**src/verilog/typec_port_cfg.svh**
```systemverilog
// Constants for the Type-C port mode controller and its I2C target.
// Assumes a 100 MHz system clock and is included by the design by bare name.
// Operation
// - In I2C mode the alert pin is pulled low when registers change.
// - The change pending flag is set whenever the alert pin is low.
// - In GPIO mode the audio pin is low while audio accessory is attached.
// - Bus power decides sink attach, detach and accessory exit; accessory entry does not look at it.
// - A dual-role port uses bus power to finish role resolution.
// - After reset start as unattached sink until attach is confirmed.
// - An unattached dual-role port alternates between sink and source.
// - Role override writes take effect only while unattached.
// - The role strap is sampled only at reset; later only I2C changes role.
// - Source attach shows on the indicator pin; sink on the current pins in GPIO mode.
// - Leave active on removal, sink bus power loss, or enable released.
// - Enable high means shutdown with sink pull-downs on both CC pins.
// - No I2C access is accepted before the host access delay.
// - Target address is 1100111 with strap high, 1000111 with strap low.
// - Write: start, address with write flag, and the address byte is acked.
// - A one-byte sub-address follows, MSB first, and is acked.
// - Each following data byte is acked; the master ends with stop.
// - Read: start, address with read flag, and the address byte is acked.
// - Reads go MSB first from the written sub-address, last read plus one, or zero.
// - After a read byte a not-acknowledge ends the read before stop.
// - The change pending flag is bit 4 of register 0x09 and sticks.
// - Override code 00 strap, 01 sink, 10 source, 11 dual-role.
`ifndef TYPEC_PORT_CFG_SVH
`define TYPEC_PORT_CFG_SVH

`define CLK_PERIOD_NS 10
`define HOST_ACCESS_DELAY_NS 1000
`define DRP_TOGGLE_NS 50000
`define STRAP_SETTLE 2'h3
`define SYNC_RESET 13'h1800

`define ADDR_HIGH 7'h67
`define ADDR_LOW 7'h47

`define REG_DETECT 8'h08
`define REG_STATUS 8'h09
`define REG_MODE 8'h0a

`define PEND_BIT 4
`define DUTY_LSB 1
`define NOACC_BIT 0
`define OVR_LSB 4
`define CABLE_DIR_DEFAULT 1'b1

`define OVR_KEEP 2'h0
`define OVR_UFP 2'h1
`define OVR_DFP 2'h2

`define ACC_NONE 3'h0
`define ACC_AUDIO 3'h4
`define ATT_NONE 2'h0
`define ATT_SRC 2'h1
`define ATT_SNK 2'h2
`define ATT_ACC 2'h3
`define CUR_DEFAULT 2'h0
`define CUR_MEDIUM 2'h1
`define CUR_HIGH 2'h3

`endif

```
**src/verilog/port_ctrl_pkg.sv**
```systemverilog
// Types shared by the Type-C port mode controller.
// Assumes the constants header is compiled alongside.
package port_ctrl_pkg;
    typedef enum logic [1:0] {STRAP_LOW, STRAP_HIGH, STRAP_FLOAT} strap_t;
    typedef enum logic [1:0] {ROLE_UFP, ROLE_DFP, ROLE_DRP} role_t;
    typedef enum logic [2:0] {
        M_SHUT, M_UNSNK, M_UNSRC, M_ATTSNK, M_ATTSRC, M_AUDIO
    } mode_t;
    typedef enum logic [2:0] {I_IDLE, I_ADDR, I_SUB, I_WR, I_RD} i2c_t;
    typedef struct packed {
        logic ccSourceSeen;
        logic ccSinkSeen;
        logic ccAudioSeen;
        logic [1:0] ccCurrent;
    } cc_sense_t;
endpackage : port_ctrl_pkg

```
**src/verilog/typec_port_mode_ctrl_i2c_target.sv**
```systemverilog
// Port mode control and I2C target for a Type-C configuration-channel controller.
// Assumes all pin inputs are asynchronous and that the pad ring resolves
// open-drain levels from the enables; driven pins are always pulled low.
`timescale 1ns/10ps
`include "typec_port_cfg.svh"
module typec_port_mode_ctrl_i2c_target
    import port_ctrl_pkg::*;
#(
    parameter int ACCESS_DELAY_CYCLES = `HOST_ACCESS_DELAY_NS / `CLK_PERIOD_NS,
    parameter int TOGGLE_CYCLES = `DRP_TOGGLE_NS / `CLK_PERIOD_NS
) (
    // Clock and reset
    input wire logic clk_sys,
    input wire logic reset,
    // I2C pins
    input wire logic sclIn,
    input wire logic sdaIn,
    output logic sdaOeN,
    // Straps and control pins
    input wire logic [1:0] roleStrap,
    input wire logic [1:0] addrStrap,
    input wire logic enableN,
    input wire logic busPowerSense,
    // Analog CC sensing results
    input cc_sense_t ccSense,
    // Port outputs
    output logic ccPullUp,
    output logic shutdown,
    output logic attachIndOeN,
    output logic curAOeN,
    output logic curBOeN,
    output logic alertOeN
);
    localparam int SW = 13;
    localparam int DW = $clog2(ACCESS_DELAY_CYCLES + 1);
    localparam int TW = $clog2(TOGGLE_CYCLES + 1);
    // SCL and SDA synchronise to their idle high level so no false edge follows reset
    localparam logic [SW-1:0] SYNC_RST = `SYNC_RESET;

    logic [SW-1:0] rawIn;
    logic [SW-1:0] meta_reg;
    logic [SW-1:0] sync_reg;
    logic scl, sda, enN, vbus;
    cc_sense_t cc;
    logic [1:0] roleBits, addrBits;
    logic sclPrev_reg, sdaPrev_reg;
    logic sclRise, sclFall, startCond, stopCond;
    logic [1:0] settle_reg;
    logic strapDone_reg;
    strap_t roleStrap_reg, addrStrap_reg;
    logic [DW-1:0] delayCnt_reg;
    logic hostReady_reg;
    logic i2cMode, accessOk, unatt;
    logic [6:0] ownAddr;
    role_t strapRole, effRole;
    mode_t mode_reg, mode_next;
    logic [TW-1:0] toggleCnt_reg;
    logic toggleDone;
    logic [1:0] override_reg, duty_reg, detect_reg;
    logic noUfpAcc_reg, pending_reg, clearHit, changed;
    logic [2:0] accCode;
    logic [1:0] attCode;
    logic [6:0] prevStatus_reg;
    logic [7:0] rdByte;
    i2c_t i2cSt_reg;
    logic [3:0] bitCnt_reg;
    logic ackPh_reg, nack_reg, wrStb_reg, byteEnd;
    logic [7:0] shift_reg, ptr_reg, wrAddr_reg, wrData_reg;

    // Two-flop synchronisers for every pin input
    assign rawIn = {sclIn, sdaIn, enableN, busPowerSense, ccSense, roleStrap, addrStrap};
    for (genvar g = 0; g < SW; g++) begin : gSync
        always_ff @(posedge clk_sys or posedge reset) begin
            if (reset) begin
                meta_reg[g] <= SYNC_RST[g];
                sync_reg[g] <= SYNC_RST[g];
            end else begin
                meta_reg[g] <= rawIn[g];
                sync_reg[g] <= meta_reg[g];
            end
        end
    end
    assign {scl, sda, enN, vbus, cc, roleBits, addrBits} = sync_reg;

    // Bus edge and start/stop detection
    always_ff @(posedge clk_sys or posedge reset) begin
        if (reset) begin
            sclPrev_reg <= 1'b1;
            sdaPrev_reg <= 1'b1;
        end else begin
            sclPrev_reg <= scl;
            sdaPrev_reg <= sda;
        end
    end
    assign sclRise = scl & ~sclPrev_reg;
    assign sclFall = ~scl & sclPrev_reg;
    assign startCond = scl & sclPrev_reg & sdaPrev_reg & ~sda;
    assign stopCond = scl & sclPrev_reg & ~sdaPrev_reg & sda;

    // Straps caught once after the synchronisers settle
    always_ff @(posedge clk_sys or posedge reset) begin
        if (reset) begin
            settle_reg <= 2'h0;
            strapDone_reg <= 1'b0;
            roleStrap_reg <= STRAP_FLOAT;
            addrStrap_reg <= STRAP_FLOAT;
        end else if (!strapDone_reg) begin
            settle_reg <= settle_reg + 2'h1;
            if (settle_reg == `STRAP_SETTLE) begin
                strapDone_reg <= 1'b1;
                roleStrap_reg <= strap_t'(roleBits);
                addrStrap_reg <= strap_t'(addrBits);
            end
        end
    end

    // Host access delay after reset
    always_ff @(posedge clk_sys or posedge reset) begin
        if (reset) begin
            delayCnt_reg <= '0;
            hostReady_reg <= 1'b0;
        end else if (!hostReady_reg) begin
            delayCnt_reg <= delayCnt_reg + DW'(1);
            hostReady_reg <= delayCnt_reg == DW'(ACCESS_DELAY_CYCLES - 1);
        end
    end

    assign i2cMode = strapDone_reg && addrStrap_reg != STRAP_FLOAT;
    assign accessOk = i2cMode && hostReady_reg && mode_reg != M_SHUT;
    assign ownAddr = addrStrap_reg == STRAP_HIGH ? `ADDR_HIGH : `ADDR_LOW;
    assign unatt = mode_reg == M_UNSNK || mode_reg == M_UNSRC;

    // Effective role from strap and override
    always_comb begin
        unique case (roleStrap_reg)
            STRAP_HIGH: strapRole = ROLE_DFP;
            STRAP_LOW: strapRole = ROLE_UFP;
            default: strapRole = ROLE_DRP;
        endcase
        unique case (override_reg)
            `OVR_KEEP: effRole = strapRole;
            `OVR_UFP: effRole = ROLE_UFP;
            `OVR_DFP: effRole = ROLE_DFP;
            default: effRole = ROLE_DRP;
        endcase
    end

    // Dual-role toggle timer
    assign toggleDone = toggleCnt_reg == TW'(TOGGLE_CYCLES - 1);
    always_ff @(posedge clk_sys or posedge reset) begin
        if (reset) begin
            toggleCnt_reg <= '0;
        end else if (mode_next != mode_reg || toggleDone) begin
            toggleCnt_reg <= '0;
        end else begin
            toggleCnt_reg <= toggleCnt_reg + TW'(1);
        end
    end

    // Port mode next state
    always_comb begin
        mode_next = mode_reg;
        unique case (mode_reg)
            M_SHUT: if (!enN) mode_next = M_UNSNK;
            M_UNSNK: begin
                if (effRole == ROLE_DFP) begin
                    mode_next = M_UNSRC;
                end else if (cc.ccSourceSeen && vbus) begin
                    mode_next = M_ATTSNK;
                end else if (cc.ccAudioSeen && !noUfpAcc_reg) begin
                    mode_next = M_AUDIO;
                end else if (effRole == ROLE_DRP && toggleDone) begin
                    mode_next = M_UNSRC;
                end
            end
            M_UNSRC: begin
                if (effRole == ROLE_UFP) begin
                    mode_next = M_UNSNK;
                end else if (cc.ccAudioSeen) begin
                    mode_next = M_AUDIO;
                end else if (cc.ccSinkSeen && (effRole == ROLE_DFP || !vbus)) begin
                    mode_next = M_ATTSRC;
                end else if (effRole == ROLE_DRP && toggleDone) begin
                    mode_next = M_UNSNK;
                end
            end
            M_ATTSNK: if (!cc.ccSourceSeen || !vbus) mode_next = M_UNSNK;
            M_ATTSRC: if (!cc.ccSinkSeen) mode_next = M_UNSNK;
            M_AUDIO: if (!cc.ccAudioSeen && !vbus) mode_next = M_UNSNK;
        endcase
        if (enN) begin
            mode_next = M_SHUT;
        end
        if (!strapDone_reg) begin
            mode_next = M_UNSNK;
        end
    end

    // Port mode register, starts unattached as sink
    always_ff @(posedge clk_sys or posedge reset) begin
        if (reset) begin
            mode_reg <= M_UNSNK;
        end else begin
            mode_reg <= mode_next;
        end
    end

    // Status fields seen by software
    assign accCode = mode_reg == M_AUDIO ? `ACC_AUDIO : `ACC_NONE;
    always_comb begin
        unique case (mode_reg)
            M_ATTSRC: attCode = `ATT_SRC;
            M_ATTSNK: attCode = `ATT_SNK;
            M_AUDIO: attCode = `ATT_ACC;
            default: attCode = `ATT_NONE;
        endcase
    end
    assign changed = {detect_reg, accCode, attCode} != prevStatus_reg;
    assign clearHit = wrStb_reg && wrAddr_reg == `REG_STATUS && wrData_reg[`PEND_BIT];

    // Software registers and the sticky change flag
    always_ff @(posedge clk_sys or posedge reset) begin
        if (reset) begin
            override_reg <= `OVR_KEEP;
            duty_reg <= 2'h0;
            noUfpAcc_reg <= 1'b0;
            detect_reg <= `CUR_DEFAULT;
            prevStatus_reg <= {`CUR_DEFAULT, `ACC_NONE, `ATT_NONE};
            pending_reg <= 1'b0;
        end else begin
            prevStatus_reg <= {detect_reg, accCode, attCode};
            if (mode_next == M_ATTSNK && mode_reg != M_ATTSNK) begin
                detect_reg <= cc.ccCurrent;
            end else if (mode_next != M_ATTSNK) begin
                detect_reg <= `CUR_DEFAULT;
            end
            if (wrStb_reg && wrAddr_reg == `REG_STATUS) begin
                duty_reg <= wrData_reg[`DUTY_LSB +: 2];
                noUfpAcc_reg <= wrData_reg[`NOACC_BIT];
            end
            if (wrStb_reg && wrAddr_reg == `REG_MODE && unatt) begin
                override_reg <= wrData_reg[`OVR_LSB +: 2];
            end
            if (clearHit) begin
                pending_reg <= 1'b0;
            end
            if (changed) begin
                pending_reg <= 1'b1;
            end
        end
    end

    // Register read data at the pointer
    always_comb begin
        unique case (ptr_reg)
            `REG_DETECT: rdByte = {2'h0, detect_reg, accCode, 1'b0};
            `REG_STATUS: rdByte = {attCode, `CABLE_DIR_DEFAULT, pending_reg, 1'b0, duty_reg,
                noUfpAcc_reg};
            `REG_MODE: rdByte = {2'h0, override_reg, 4'h0};
            default: rdByte = 8'h00;
        endcase
    end

    // I2C target byte engine
    assign byteEnd = sclFall && !ackPh_reg && bitCnt_reg == 4'h8;
    always_ff @(posedge clk_sys or posedge reset) begin
        if (reset) begin
            i2cSt_reg <= I_IDLE;
            bitCnt_reg <= 4'h0;
            ackPh_reg <= 1'b0;
            nack_reg <= 1'b0;
            shift_reg <= 8'h00;
            ptr_reg <= 8'h00;
            sdaOeN <= 1'b1;
            wrStb_reg <= 1'b0;
            wrAddr_reg <= 8'h00;
            wrData_reg <= 8'h00;
        end else begin
            wrStb_reg <= 1'b0;
            if (!accessOk || stopCond) begin
                i2cSt_reg <= I_IDLE;
                ackPh_reg <= 1'b0;
                sdaOeN <= 1'b1;
            end else if (startCond) begin
                i2cSt_reg <= I_ADDR;
                bitCnt_reg <= 4'h0;
                ackPh_reg <= 1'b0;
                nack_reg <= 1'b0;
                sdaOeN <= 1'b1;
            end else if (i2cSt_reg != I_IDLE && sclRise) begin
                if (ackPh_reg) begin
                    nack_reg <= sda;
                end else begin
                    bitCnt_reg <= bitCnt_reg + 4'h1;
                    if (i2cSt_reg != I_RD) begin
                        shift_reg <= {shift_reg[6:0], sda};
                    end
                end
            end else if (i2cSt_reg != I_IDLE && byteEnd) begin
                ackPh_reg <= 1'b1;
                bitCnt_reg <= 4'h0;
                unique case (i2cSt_reg)
                    I_ADDR: begin
                        if (shift_reg[7:1] == ownAddr) begin
                            sdaOeN <= 1'b0;
                            i2cSt_reg <= shift_reg[0] ? I_RD : I_SUB;
                        end else begin
                            i2cSt_reg <= I_IDLE;
                        end
                    end
                    I_SUB: begin
                        ptr_reg <= shift_reg;
                        sdaOeN <= 1'b0;
                        i2cSt_reg <= I_WR;
                    end
                    I_WR: begin
                        wrStb_reg <= 1'b1;
                        wrAddr_reg <= ptr_reg;
                        wrData_reg <= shift_reg;
                        ptr_reg <= ptr_reg + 8'h01;
                        sdaOeN <= 1'b0;
                    end
                    I_RD: sdaOeN <= 1'b1;
                    I_IDLE: ;
                endcase
            end else if (i2cSt_reg != I_IDLE && sclFall && ackPh_reg) begin
                ackPh_reg <= 1'b0;
                if (i2cSt_reg == I_RD && nack_reg) begin
                    i2cSt_reg <= I_IDLE;
                    sdaOeN <= 1'b1;
                end else if (i2cSt_reg == I_RD) begin
                    shift_reg <= rdByte;
                    sdaOeN <= rdByte[7];
                    ptr_reg <= ptr_reg + 8'h01;
                end else begin
                    sdaOeN <= 1'b1;
                end
            end else if (i2cSt_reg == I_RD && sclFall) begin
                shift_reg <= {shift_reg[6:0], 1'b0};
                sdaOeN <= shift_reg[6];
            end
        end
    end

    // Registered port pins
    always_ff @(posedge clk_sys or posedge reset) begin
        if (reset) begin
            ccPullUp <= 1'b0;
            shutdown <= 1'b0;
            attachIndOeN <= 1'b1;
            curAOeN <= 1'b1;
            curBOeN <= 1'b1;
            alertOeN <= 1'b1;
        end else begin
            ccPullUp <= mode_reg == M_UNSRC || mode_reg == M_ATTSRC;
            shutdown <= mode_reg == M_SHUT;
            attachIndOeN <= mode_reg != M_ATTSRC;
            curAOeN <= !(!i2cMode && mode_reg == M_ATTSNK && detect_reg[0]);
            curBOeN <= !(!i2cMode && mode_reg == M_ATTSNK &&
                detect_reg != `CUR_MEDIUM);
            alertOeN <= !((i2cMode && pending_reg) ||
                (!i2cMode && mode_reg == M_AUDIO));
        end
    end
endmodule : typec_port_mode_ctrl_i2c_target
```
**config.mk**
```make
export PLATFORM = sky130hd
export DESIGN_NAME = typec_port_mode_ctrl_i2c_target
export DESIGN_NICKNAME = d
export VERILOG_FILES = /design/src/verilog/port_ctrl_pkg.sv /design/src/verilog/typec_port_mode_ctrl_i2c_target.sv
export VERILOG_INCLUDE_DIRS = /design/src /design/src/verilog
export SDC_FILE = /design/constraint.sdc
export NUM_CORES = 1
export LEC_CHECK = 0
export BUFFER_PORTS_ARGS = -buffer_cell sky130_fd_sc_hd__buf_2
export CORE_MARGIN = 3
export CORE_UTILIZATION = 62
export CTS_CLUSTER_DIAMETER = 150
export DETAILED_ROUTE_END_ITERATION = 8
export PLACE_DENSITY = 0.84
export SYNTH_ARGS = -nofsm -noshare
export SYNTH_HDL_FRONTEND = slang
export SYNTH_SLANG_ARGS = --single-unit
```
**constraint.sdc**
```tcl
create_clock -name clk_sys -period 5.77 [get_ports clk_sys]
set_input_delay 1.731 -clock clk_sys [delete_from_list [all_inputs] [get_ports clk_sys]]
set_output_delay 1.731 -clock clk_sys [all_outputs]
set_load 0.05 [all_outputs]
```
==> results of run 1 <==
## power breakdown
group          total [W]  leakage, nW  internal [W]  switching [W]
Sequential      0.000881         1.51      0.000856      0.0000248
Clock            0.00101        0.257      0.000617       0.000389
Combinational   0.000103         1.07     0.0000358      0.0000669
Total            0.00199         2.84       0.00151       0.000480
## cell usage in the layout (no fill, tap or decap), types with 3 or more instances in the layout
cell type,netlist,routed
nand3b_1,3,3
nor3b_2,3,3
dfrtp_1,104,104
inv_6,0,4
nand3_1,23,23
xnor2_1,15,15
buf_2,6,21
a21oi_1,25,25
clkbuf_16,0,16
clkinvlp_4,0,7
nand2_1,37,37
nand2b_1,13,13
nor3b_1,4,4
and2_1,4,4
nor2b_1,4,4
a31oi_1,3,3
mux2_2,32,32
nand4_1,4,4
and3_1,10,10
xor2_1,9,9
or2_2,3,3
o21ai_0,23,22
ha_1,10,10
mux2i_1,5,5
nor3_1,16,16
nand4b_1,5,5
nor2_1,11,11
inv_1,21,20
nor3_2,9,9
o31ai_1,4,4
dfstp_2,14,14
and3b_1,3,3
a211oi_1,4,4
a22o_1,6,6
## worst paths after layout
kind / from / endpoint / slack (ps) / depth (start not counted)
max: sdaOeN / sdaOeN / 2710 / 1
min: meta_reg[2] / roleBits[0] / 340 / 0
max reg2reg: override_reg[1] / toggleCnt_reg[12] / 2950 / 8
min reg2reg: meta_reg[2] / roleBits[0] / 340 / 0
max in group asynchronous: reset / addrStrap_reg[1] / 3250 / 3
min in group asynchronous: reset / toggleCnt_reg[5] / 1460 / 2
## logic make-up (layout without fill, tap and decap cells)
logic type / count (synthesis) / in the layout / synth area share, %
AO/OA/AOI/OAI: 95 / 95 / 11.9
XOR/XNOR: 24 / 24 / 3.70
adder cells (fa/ha/maj): 10 / 10 / 2.20
buffers and inverters: 43 / 76 / 3.85
flip-flops: 118 / 118 / 52.2
multiplexers: 39 / 39 / 7.61
AND/OR/NAND/NOR: 172 / 172 / 18.5
## through the flow
stage	worst slack, ps	std cells	power, W	utilization (%)	instance area (um^2)
2_1_floorplan	933	501	0.000971	-	5690
3_3_place_gp	2710	610	0.000990	65.9	5800
3_5_place_dp	2680	610	0.000996	65.9	5800
4_1_cts	2690	642	0.00200	72.4	6370
5_1_grt	2680	642	0.00206	72.4	6370
6_report	2710	642	0.00199	72.4	6370
## cell type report
| type | instances | area, um^2 | share of cell area [%] |
|---|---|---|---|
| sequential | 118 | 2970 | 46.6 |
| multi-input combinational | 340 | 2500 | 39.2 |
| clock buffer | 18 | 418 | 6.56 |
| clock inverter | 14 | 153 | 2.39 |
| tap | 108 | 135 | 2.12 |
| timing repair buffer | 23 | 120 | 1.88 |
| inverter | 21 | 81.3 | 1.28 |
## metal layers
| metal | GRT usage (%) | vias up |
|---|---|---|
| li1 | - | 1846 |
| met1 | 34.5 | 2022 |
| met2 | 39.2 | 139 |
| met3 | 6.27 | 27 |
| met4 | 11.7 | 0 |
| met5 | 0 | - |
==> run_results.csv, run 1 <==
group,metric,value,unit
grt,grt_start_max_net_pins,87,
sta,final_hold_viol_count,0,
yosys,number_of_enable_flip_flop_cells_after_synthesis,0,
floorplanning,num_rows,34,
yosys,synthCells,501,
floorplanning,die_height,102,um
grt,grt_first_pass_wirelength,20.3,mm
critical_path,crit_path_start_kind,"flip-flop",
sta,slew-limit-headroom,31.6,%
critical_path,timing.critical_path.to_type,"output port",
yosys,synth_area,0.00569,mm^2
sta,finClkSkew,7.83,ps
sta,final_max_slew_viol_count,0,
clock_tree,cts.root.buffer_cell,"clkbuf_8",
sta,unrepaired_setup_endpoints_after_global_routing,"no",
sta,totalNegativeSetupSlack,0,ps
clock_tree,post_cts_hold_buffer_count,0,
grt,grt_pass1_vias,4102,
yosys,yosys.cell_count.top_type,"dfrtp_1",
clock_tree,post_cts_resized,0,
floorplanning,die_w,102,um
sta,fmaxAchievable,327,MHz
clock_tree,cts.sinks,118,
yosys,synth_fp_nets,526,
clock_tree,cts_max_path_buffers,2,
critical_path,cp_top_family,"flip-flops",
critical_path,critical_path_class,"reg -> out",
critical_path,critPathBufInv,1,
yosys,yosys_most_used_dff,"dfrtp_1",
sta,setup-violations-final,0,
critical_path,worst_ep_arrival_time,1330,ps
critical_path,cp_data_required_time,4040,ps
critical_path,worstPathMaxFanout,3,
yosys,synth_common_cells,"dfrtp_1 (104), nand2_1 (37), mux2_2 (32), a21oi_1 (25)",
power,ir_drop,220,uV
detailed_routing,post_detailed_route_wirelength_per_cell,18.7,um
detailed_routing,routed.top_layer,"met4",
critical_path,crit_path_max_delay_cell_type,"dfstp_2",
sta,worst_slack_on_hold_paths,343,ps
detailed_routing,via_per_inst,6.28,
yosys,synthesis.yosys.warnings,0,
yosys,synth_largest_type_area_fraction,45.8,%
critical_path,crit_chain,"buf_2",
grt,overflow,0,
yosys,synth_seq_area_share,52.2,%
yosys,synth_async_sr_flop_share,100,%
detailed_routing,met3RoutedLength,553,um
sta,timing.final.crit_period,3060,ps
finish,total_nets_final,546,
yosys,yosys_register_bits,118,
detailed_routing,met2_length,5.80,mm
clock_tree,cts_tree,"done",
finish,n_antenna_cell,0,
floorplanning,initial_utilization,64.6,%
floorplanning,core_area,0.00881,mm^2
clock_tree,post-cts-setup-buffer-count,0,
placed_design,globalplace.congestion,0.853,
power,power_per_cell_area,312,mW/mm^2
clock_tree,cts_bufs_inserted,17,
yosys,synth.distinct_cells,74,
detailed_routing,drtPass1Iterations,5,
grt,track_usage,25.5,%
sta,tightestPinTransition,1030,ps
job,max_cap_violations,0,
detailed_routing,drc,0,
detailed_routing,via_count_of_the_routed_design,4034,
critical_path,cpPeakStageDelay,550,ps
floorplanning,ios,22,
detailed_routing,post_route_ant_nets,0,
detailed_routing,route.final.wire_length,12.0,mm
detailed_routing,detail_route.wirelength.met1,5.38,mm
finish,area_growth,12.1,%
floorplanning,design.die.area,0.0104,mm^2
hold_path,worstHoldPathType,"reg -> reg",
sta,period_share,53.0,%
finish,layout-drive-gt1-share,24.2,%
clock_tree,path_clk_slew,60,ps
grt,antenna_violations_before_repair,0,
yosys,synth_area_leaders,"dfrtp_1 (46%), dfstp_2 (6.5%), mux2_2 (6.3%)",
clock_tree,clk-insertion-delay-late,510,ps
run_status,run_status,"completed",
yosys,netlist.top_cell.by_area,"dfrtp_1",
placed_design,port_buffers,21,
placed_design,hpwlAfterDp,7.79,mm
detailed_routing,drt_iter0_markers,239,
yosys,post_synth.cell_area_avg,11.3,um^2
power,cellLeakagePower,2.84,nW
finish,n_fill_cell,551,
clock_tree,cts-htree-levels,4,
No activity file was read; power rests on OpenSTA's default activity.
==> run 2, diff against run 1 <==
Settings changed: ABC_AREA set to 1, CORE_UTILIZATION 62 to 55, PLACE_DENSITY 0.84 to 0.79.
Clock period 5.77 ns to 2.62 ns, I/O delays scaled along.
==> run_results.csv, run 2 <==
group,metric,value,unit
sta,setup-violations-final,0,
yosys,yosys_most_used_dff,"dfrtp_1",
power,cellLeakagePower,3.06,nW
clock_tree,post_cts_hold_buffer_count,0,
detailed_routing,drtPass1Iterations,5,
finish,area_growth,16.3,%
job,max_cap_violations,0,
power,power_per_cell_area,681,mW/mm^2
run_status,run_status,"completed",
critical_path,cp_data_required_time,3060,ps
clock_tree,cts-htree-levels,4,
yosys,synth_area,0.00551,mm^2
sta,finClkSkew,7.96,ps
clock_tree,clk-insertion-delay-late,520,ps
clock_tree,path_clk_slew,60,ps
sta,final_max_slew_viol_count,0,
clock_tree,cts_bufs_inserted,17,
hold_path,worstHoldPathType,"reg -> reg",
grt,grt_start_max_net_pins,40,
detailed_routing,via_count_of_the_routed_design,4254,
sta,timing.final.crit_period,2290,ps
detailed_routing,drt_iter0_markers,346,
yosys,post_synth_and_or_nand_nor_area_fraction,22.1,%
grt,antenna_violations_before_repair,0,
detailed_routing,post_route_ant_nets,0,
floorplanning,core_area,0.00950,mm^2
sta,period_share,87.5,%
critical_path,worst_r2r_endpoint,"toggleCnt_reg[10]",
critical_path,worst_ep_arrival_time,2730,ps
sta,tightestPinTransition,755,ps
yosys,synth_largest_type_area_fraction,47.2,%
floorplanning,die_height,106,um
yosys,number_of_enable_flip_flop_cells_after_synthesis,0,
yosys,yosys.cell_count.top_type,"nand2_1",
sta,totalNegativeSetupSlack,0,ps
critical_path,critical_path_class,"reg -> reg",
critical_path,crit_path_start_kind,"flip-flop",
grt,grt_pass1_vias,4159,
floorplanning,initial_utilization,58.0,%
detailed_routing,drc,0,
detailed_routing,via_per_inst,5.28,
critical_path,worstRegToRegCells,13,
finish,final_common_cell,"nand2_1",
yosys,synthesis.yosys.warnings,0,
clock_tree,post_cts_resized,0,
placed_design,globalplace.congestion,0.969,
sta,unrepaired_setup_endpoints_after_global_routing,"no",
floorplanning,die_w,106,um
sta,fmaxAchievable,436,MHz
yosys,synth-adder-area-share,2.27,%
grt,grt_first_pass_wirelength,19.0,mm
clock_tree,cts.sinks,118,
clock_tree,post-cts-setup-buffer-count,0,
finish,finalNonFillerCells,806,
clock_tree,cts_max_path_buffers,2,
yosys,synth.distinct_cells,40,
yosys,compound_cell_area_share_of_the_yosys_netlist,9.17,%
yosys,synth_area_leaders,"dfrtp_1 (47%), nand2_1 (8.8%), dfstp_2 (6.7%)",
finish,most-common-layout-cells,"nand2_1 (129), dfrtp_1 (104), inv_1 (84)",
placed_design,hpwlAfterDp,7.61,mm
yosys,synth-xor-area-share,4.29,%
placed_design,port_buffers,21,
sta,slew-limit-headroom,49.2,%
grt,track_usage,21.1,%
yosys,synth_fp_nets,649,
detailed_routing,route.final.wire_length,10.9,mm
critical_path,r2r_start,"override_reg[1]",
critical_path,cp-endpoint,"toggleCnt_reg[10]",
placed_design,dp.cells,774,
yosys,synth_seq_area_share,53.9,%
yosys,netlist.top_cell.by_area,"dfrtp_1",
floorplanning,num_rows,35,
critical_path,worstSetupStartpoint,"override_reg[1]",
yosys,post_synth.cell_area_avg,8.83,um^2
finish,n_antenna_cell,0,
clock_tree,cts.root.buffer_cell,"clkbuf_8",
critical_path,worstPathMaxFanout,13,
yosys,synth_async_sr_flop_share,100,%
finish,n_fill_cell,717,
yosys,share_of_synthesized_area_spent_on_multiplexers,1.20,%
power,ir_drop,515,uV
yosys,yosys_register_bits,118,
floorplanning,ios,22,
yosys,synth_common_cells,"nand2_1 (129), dfrtp_1 (104), inv_1 (85), o21ai_0 (55), nor2_1 (53)",
yosys,dominant_combinational_cell_family_by_area_after_synthesis,"simple AND/OR/NAND/NOR gates",
finish,total_nets_final,689,
critical_path,setup.reg_to_reg.worst_slack,330,ps
detailed_routing,post_detailed_route_wirelength_per_cell,13.6,um
sta,final_hold_viol_count,0,
clock_tree,cts_tree,"done",
finish,post-route-util,67.5,%
yosys,synthCells,624,
finish,layout-drive-gt1-share,17.0,%
critical_path,timing.critical_path.to_type,"flip-flop",
floorplanning,design.die.area,0.0113,mm^2
grt,overflow,0,
## run 2: cell count changes in the layout (fill, tap and decap cells not counted), sizes merged, moves of 13 or more
cell and change:
inv +69, nor2 +58, o21ai +31, nand2 +98, nand2b -13, nand3 +17, mux2 -29
## run 2: worst max-delay path, cell delays in order, from the launching register on
cell	delay [ps]
dfrtp_1	420
inv_1	90
ha_1	270
nand2_1	80
o211ai_1	140
o21ai_0	280
nand3_1	110
nand2_1	80
nand3_2	60
nand3_1	70
nand2_1	50
nor2_1	150
nand2_2	230
nor2_2	170
## run 2: worst min path at each step
stage              endpoint        start  cells after the start
6_report        roleBits[1]  meta_reg[3]                      0
5_1_grt        meta_reg[12]        sclIn                      1
4_1_cts        meta_reg[12]        sclIn                      1
3_5_place_dp          cc[2]  meta_reg[6]                      0
3_3_place_gp    roleBits[0]  meta_reg[2]                      0
2_1_floorplan   addrBits[0]  meta_reg[0]                      0
## run 2: cell families (layout without fill, tap and decap cells)
kind of cell / Yosys count / in the layout
flops: 118 / 118
mux: 6 / 6
simple gates: 271 / 271
xor+xnor: 27 / 27
buf+inv: 100 / 153
fa+ha+maj: 10 / 10
compound gates: 92 / 92
## run 2: power breakdown
part	internal [W]	switching (W)
clock network	0.00134	0.000868
registers	0.00188	0.0000367
logic	0.0000711	0.000161
## run 2: through the flow
step | setup WS (ps) | area, um^2 | total power, W | hold slack, ps
after floorplan | 404 | 5510 | 0.00212 | 331
after CTS | 313 | 6410 | 0.00440 | 345
after global routing | 69.7 | 6410 | 0.00452 | 346
after global placement | 457 | 5830 | 0.00218 | 331
final | 326 | 6410 | 0.00436 | 349
after detailed placement | 351 | 5830 | 0.00219 | 336
## run 2: layout make-up
type | instances | area (um^2) | area share [%]
tap | 129 | 161 | 2.52
clock buffer | 20 | 455 | 7.11
inverter | 92 | 349 | 5.45
multi-input combinational | 406 | 2150 | 33.6
timing repair buffer | 29 | 203 | 3.16
sequential | 118 | 2970 | 46.3
clock inverter | 12 | 120 | 1.87
## run 2: per-layer routing
layer | vias to the layer above | global-route usage [%] | routed length, um | share of wire [%]
met3 | 13 | 4.74 | 573 | 5.2
li1 | 2081 | - | - | -
met1 | 2041 | 27.7 | 4810 | 44
met5 | - | 0 | 0 | 0
met4 | 0 | 7.03 | 133 | 1.2
met2 | 119 | 34.9 | 5420 | 50
==> run 3, diff against run 2 <==
Settings changed: ABC_AREA 1 to not set, CORE_UTILIZATION 55 to 56, PLACE_DENSITY 0.79 to 0.8, SETUP_SLACK_MARGIN set to 0.5.
==> run_results.csv, run 3 (synthesis gave the netlist of run 1 again) <==
group,metric,value,unit
sta,period_share,86.1,%
detailed_routing,via_per_inst,6.08,
clock_tree,post_cts_hold_buffer_count,0,
detailed_routing,route.final.wire_length,12.5,mm
critical_path,timing.critical_path.to_type,"flip-flop",
detailed_routing,drc,0,
clock_tree,cts_max_path_buffers,2,
clock_tree,cts_tree,"done",
sta,tightestPinTransition,491,ps
critical_path,crit_path_start_kind,"flip-flop",
floorplanning,design.die.area,0.0114,mm^2
run_status,run_status,"completed",
clock_tree,cts-htree-levels,4,
detailed_routing,drt_iter0_markers,381,
placed_design,port_buffers,21,
detailed_routing,post_route_ant_nets,0,
hold_path,worstHoldPathType,"in -> async",
critical_path,cp_data_required_time,3020,ps
power,cellLeakagePower,3.00,nW
grt,grt_first_pass_wirelength,20.6,mm
floorplanning,initial_utilization,57.9,%
detailed_routing,via_count_of_the_routed_design,4193,
power,pwr-share-clk,49.1,%
clock_tree,cts_bufs_inserted,17,
clock_tree,cts.sinks,118,
grt,grt_start_max_net_pins,59,
critical_path,worstPathMaxFanout,7,
grt,met2_capacity_usage_during_global_routing,36.4,%
sta,totalNegativeSetupSlack,0,ps
sta,finClkSkew,7.05,ps
power,ir_drop,543,uV
power,p_sw_share,26.3,%
sta,fmaxAchievable,443,MHz
power,power_report.internal_total,0.00322,W
sta,timing.final.crit_period,2250,ps
sta,setup-violations-final,0,
sta,final_hold_viol_count,0,
detailed_routing,drtPass1Iterations,5,
floorplanning,num_rows,36,
sta,final_max_slew_viol_count,0,
grt,overflow,0,
power,power_per_cell_area,642,mW/mm^2
finish,layout-drive-gt1-share,33.4,%
finish,n_fill_cell,697,
grt,grt_pass1_vias,4188,
finish,total_nets_final,569,
placed_design,globalplace.congestion,0.988,
grt,track_usage,23.2,%
finish,final_common_cell,"dfrtp_1",
finish,area_growth,19.9,%
grt,busiest_layer_in_global_routing,"met2",
power,share_seq_of_total_power,44.2,%
power,power_switching,0.00115,W
grt,groute.layer.met1.usage,31.1,%
floorplanning,die_height,107,um
finish,most-common-layout-cells,"dfrtp_1 (100), nand2_1 (35), mux2_2 (30)",
clock_tree,clk-insertion-delay-late,520,ps
floorplanning,ios,22,
floorplanning,die_w,107,um
grt,antenna_violations_before_repair,0,
critical_path,worst_ep_arrival_time,2650,ps
critical_path,worstSetupStartpoint,"override_reg[1]",
grt,gr-usage-met3,5.96,%
power,power.combinational.fraction,6.8,%
finish,post-route-cell-area,0.00682,mm^2
sta,slew-limit-headroom,67.0,%
job,max_cap_violations,0,
placed_design,hpwlAfterDp,7.87,mm
finish,n_antenna_cell,0,
detailed_routing,post_detailed_route_wirelength_per_cell,18.1,um
power,overall_power,0.00437,W
placed_design,postPlaceCellArea,0.00594,mm^2
critical_path,r2r_start,"override_reg[1]",
clock_tree,path_clk_slew,60,ps
critical_path,critical_path_class,"reg -> reg",
sta,unrepaired_setup_endpoints_after_global_routing,"yes",
clock_tree,cts.root.buffer_cell,"clkbuf_8",
floorplanning,core_area,0.00982,mm^2
==> run 3: changes by cell type in the layout (fill, tap and decap cells not counted), moves of 9 or more <==
cell	before	now
xor2_1	21	9
buf_4	5	19
nor2_2	12	0
inv_1	84	18
nand2b_1	0	13
nor3_2	0	12
mux2_2	5	30
nand2_1	129	35
xnor2_1	6	15
nand3_1	39	21
o21ai_0	55	21
nor2_1	53	10
==> run 3: timing repair <==
action	in CTS	in global routing
endpoints found under the setup margin	42	56
pin swaps	7	5
setup buffers	5	6
resized for setup	27	23
cloned	2	0
==> run 3: cell type report <==
type                    count  area [um^2]  area share (%)
well taps                 133          166            2.44
clock inverters            14          126            1.85
flip-flops and latches    118         2980            43.7
clock buffers              18          428            6.28
inverters                  21         82.6            1.21
repair buffers             45          337            4.94
multi-input cells         341         2700            39.6
==> run 3: per-stage QoR <==
stage | hold slack, ps | setup slack (ps) | instances | util, %
final | 174 | 365 | 690 | 69.4
after detailed placement | 335 | 276 | 645 | 60.5
after global placement | 332 | 338 | 645 | 60.5
after floorplan | 331 | 404 | 501 | -
after CTS | 161 | 403 | 684 | 67.8
after global routing | 166 | 296 | 690 | 69.4
==> run 3: per-layer routing <==
layer | routed length [um] | vias to the layer above
met5 | 0 | -
met4 | 231 | 0
met3 | 737 | 27
met2 | 6030 | 165
met1 | 5520 | 2102
li1 | - | 1899
==> run 3: worst max-delay path, stage by stage (launching register included) <==
cell and delay, ps:
dfrtp_1 420, inv_2 90, ha_4 190, or2_4 270, a311o_1 300, a211o_1 310, a21oi_2 230, o32a_4 270
nor3_2 60
==> run 3: power groups by stage <==
stage	Clock (W)	Combinational [W]	Sequential [W]
CTS	0.00217	0.000286	0.00193
global placement	0	0.000229	0.00196
floorplan	0	0.000175	0.00196
finish	0.00215	0.000296	0.00193
global route	0.00226	0.000319	0.00194
detailed placement	0	0.000237	0.00197
==> run 3: path summary, 6_finish.rpt <==
| check | endpoint | slack [ps] | cells after the start |
|---|---|---|---|
| max | toggleCnt_reg[6] | 370 | 8 |
| min | roleBits[1] | 170 | 2 |
| max reg2reg | toggleCnt_reg[6] | 370 | 8 |
| min reg2reg | addrBits[0] | 350 | 0 |
| max in group asynchronous | sdaOeN | 1860 | 3 |
| min in group clk_sys | addrBits[0] | 350 | 0 |
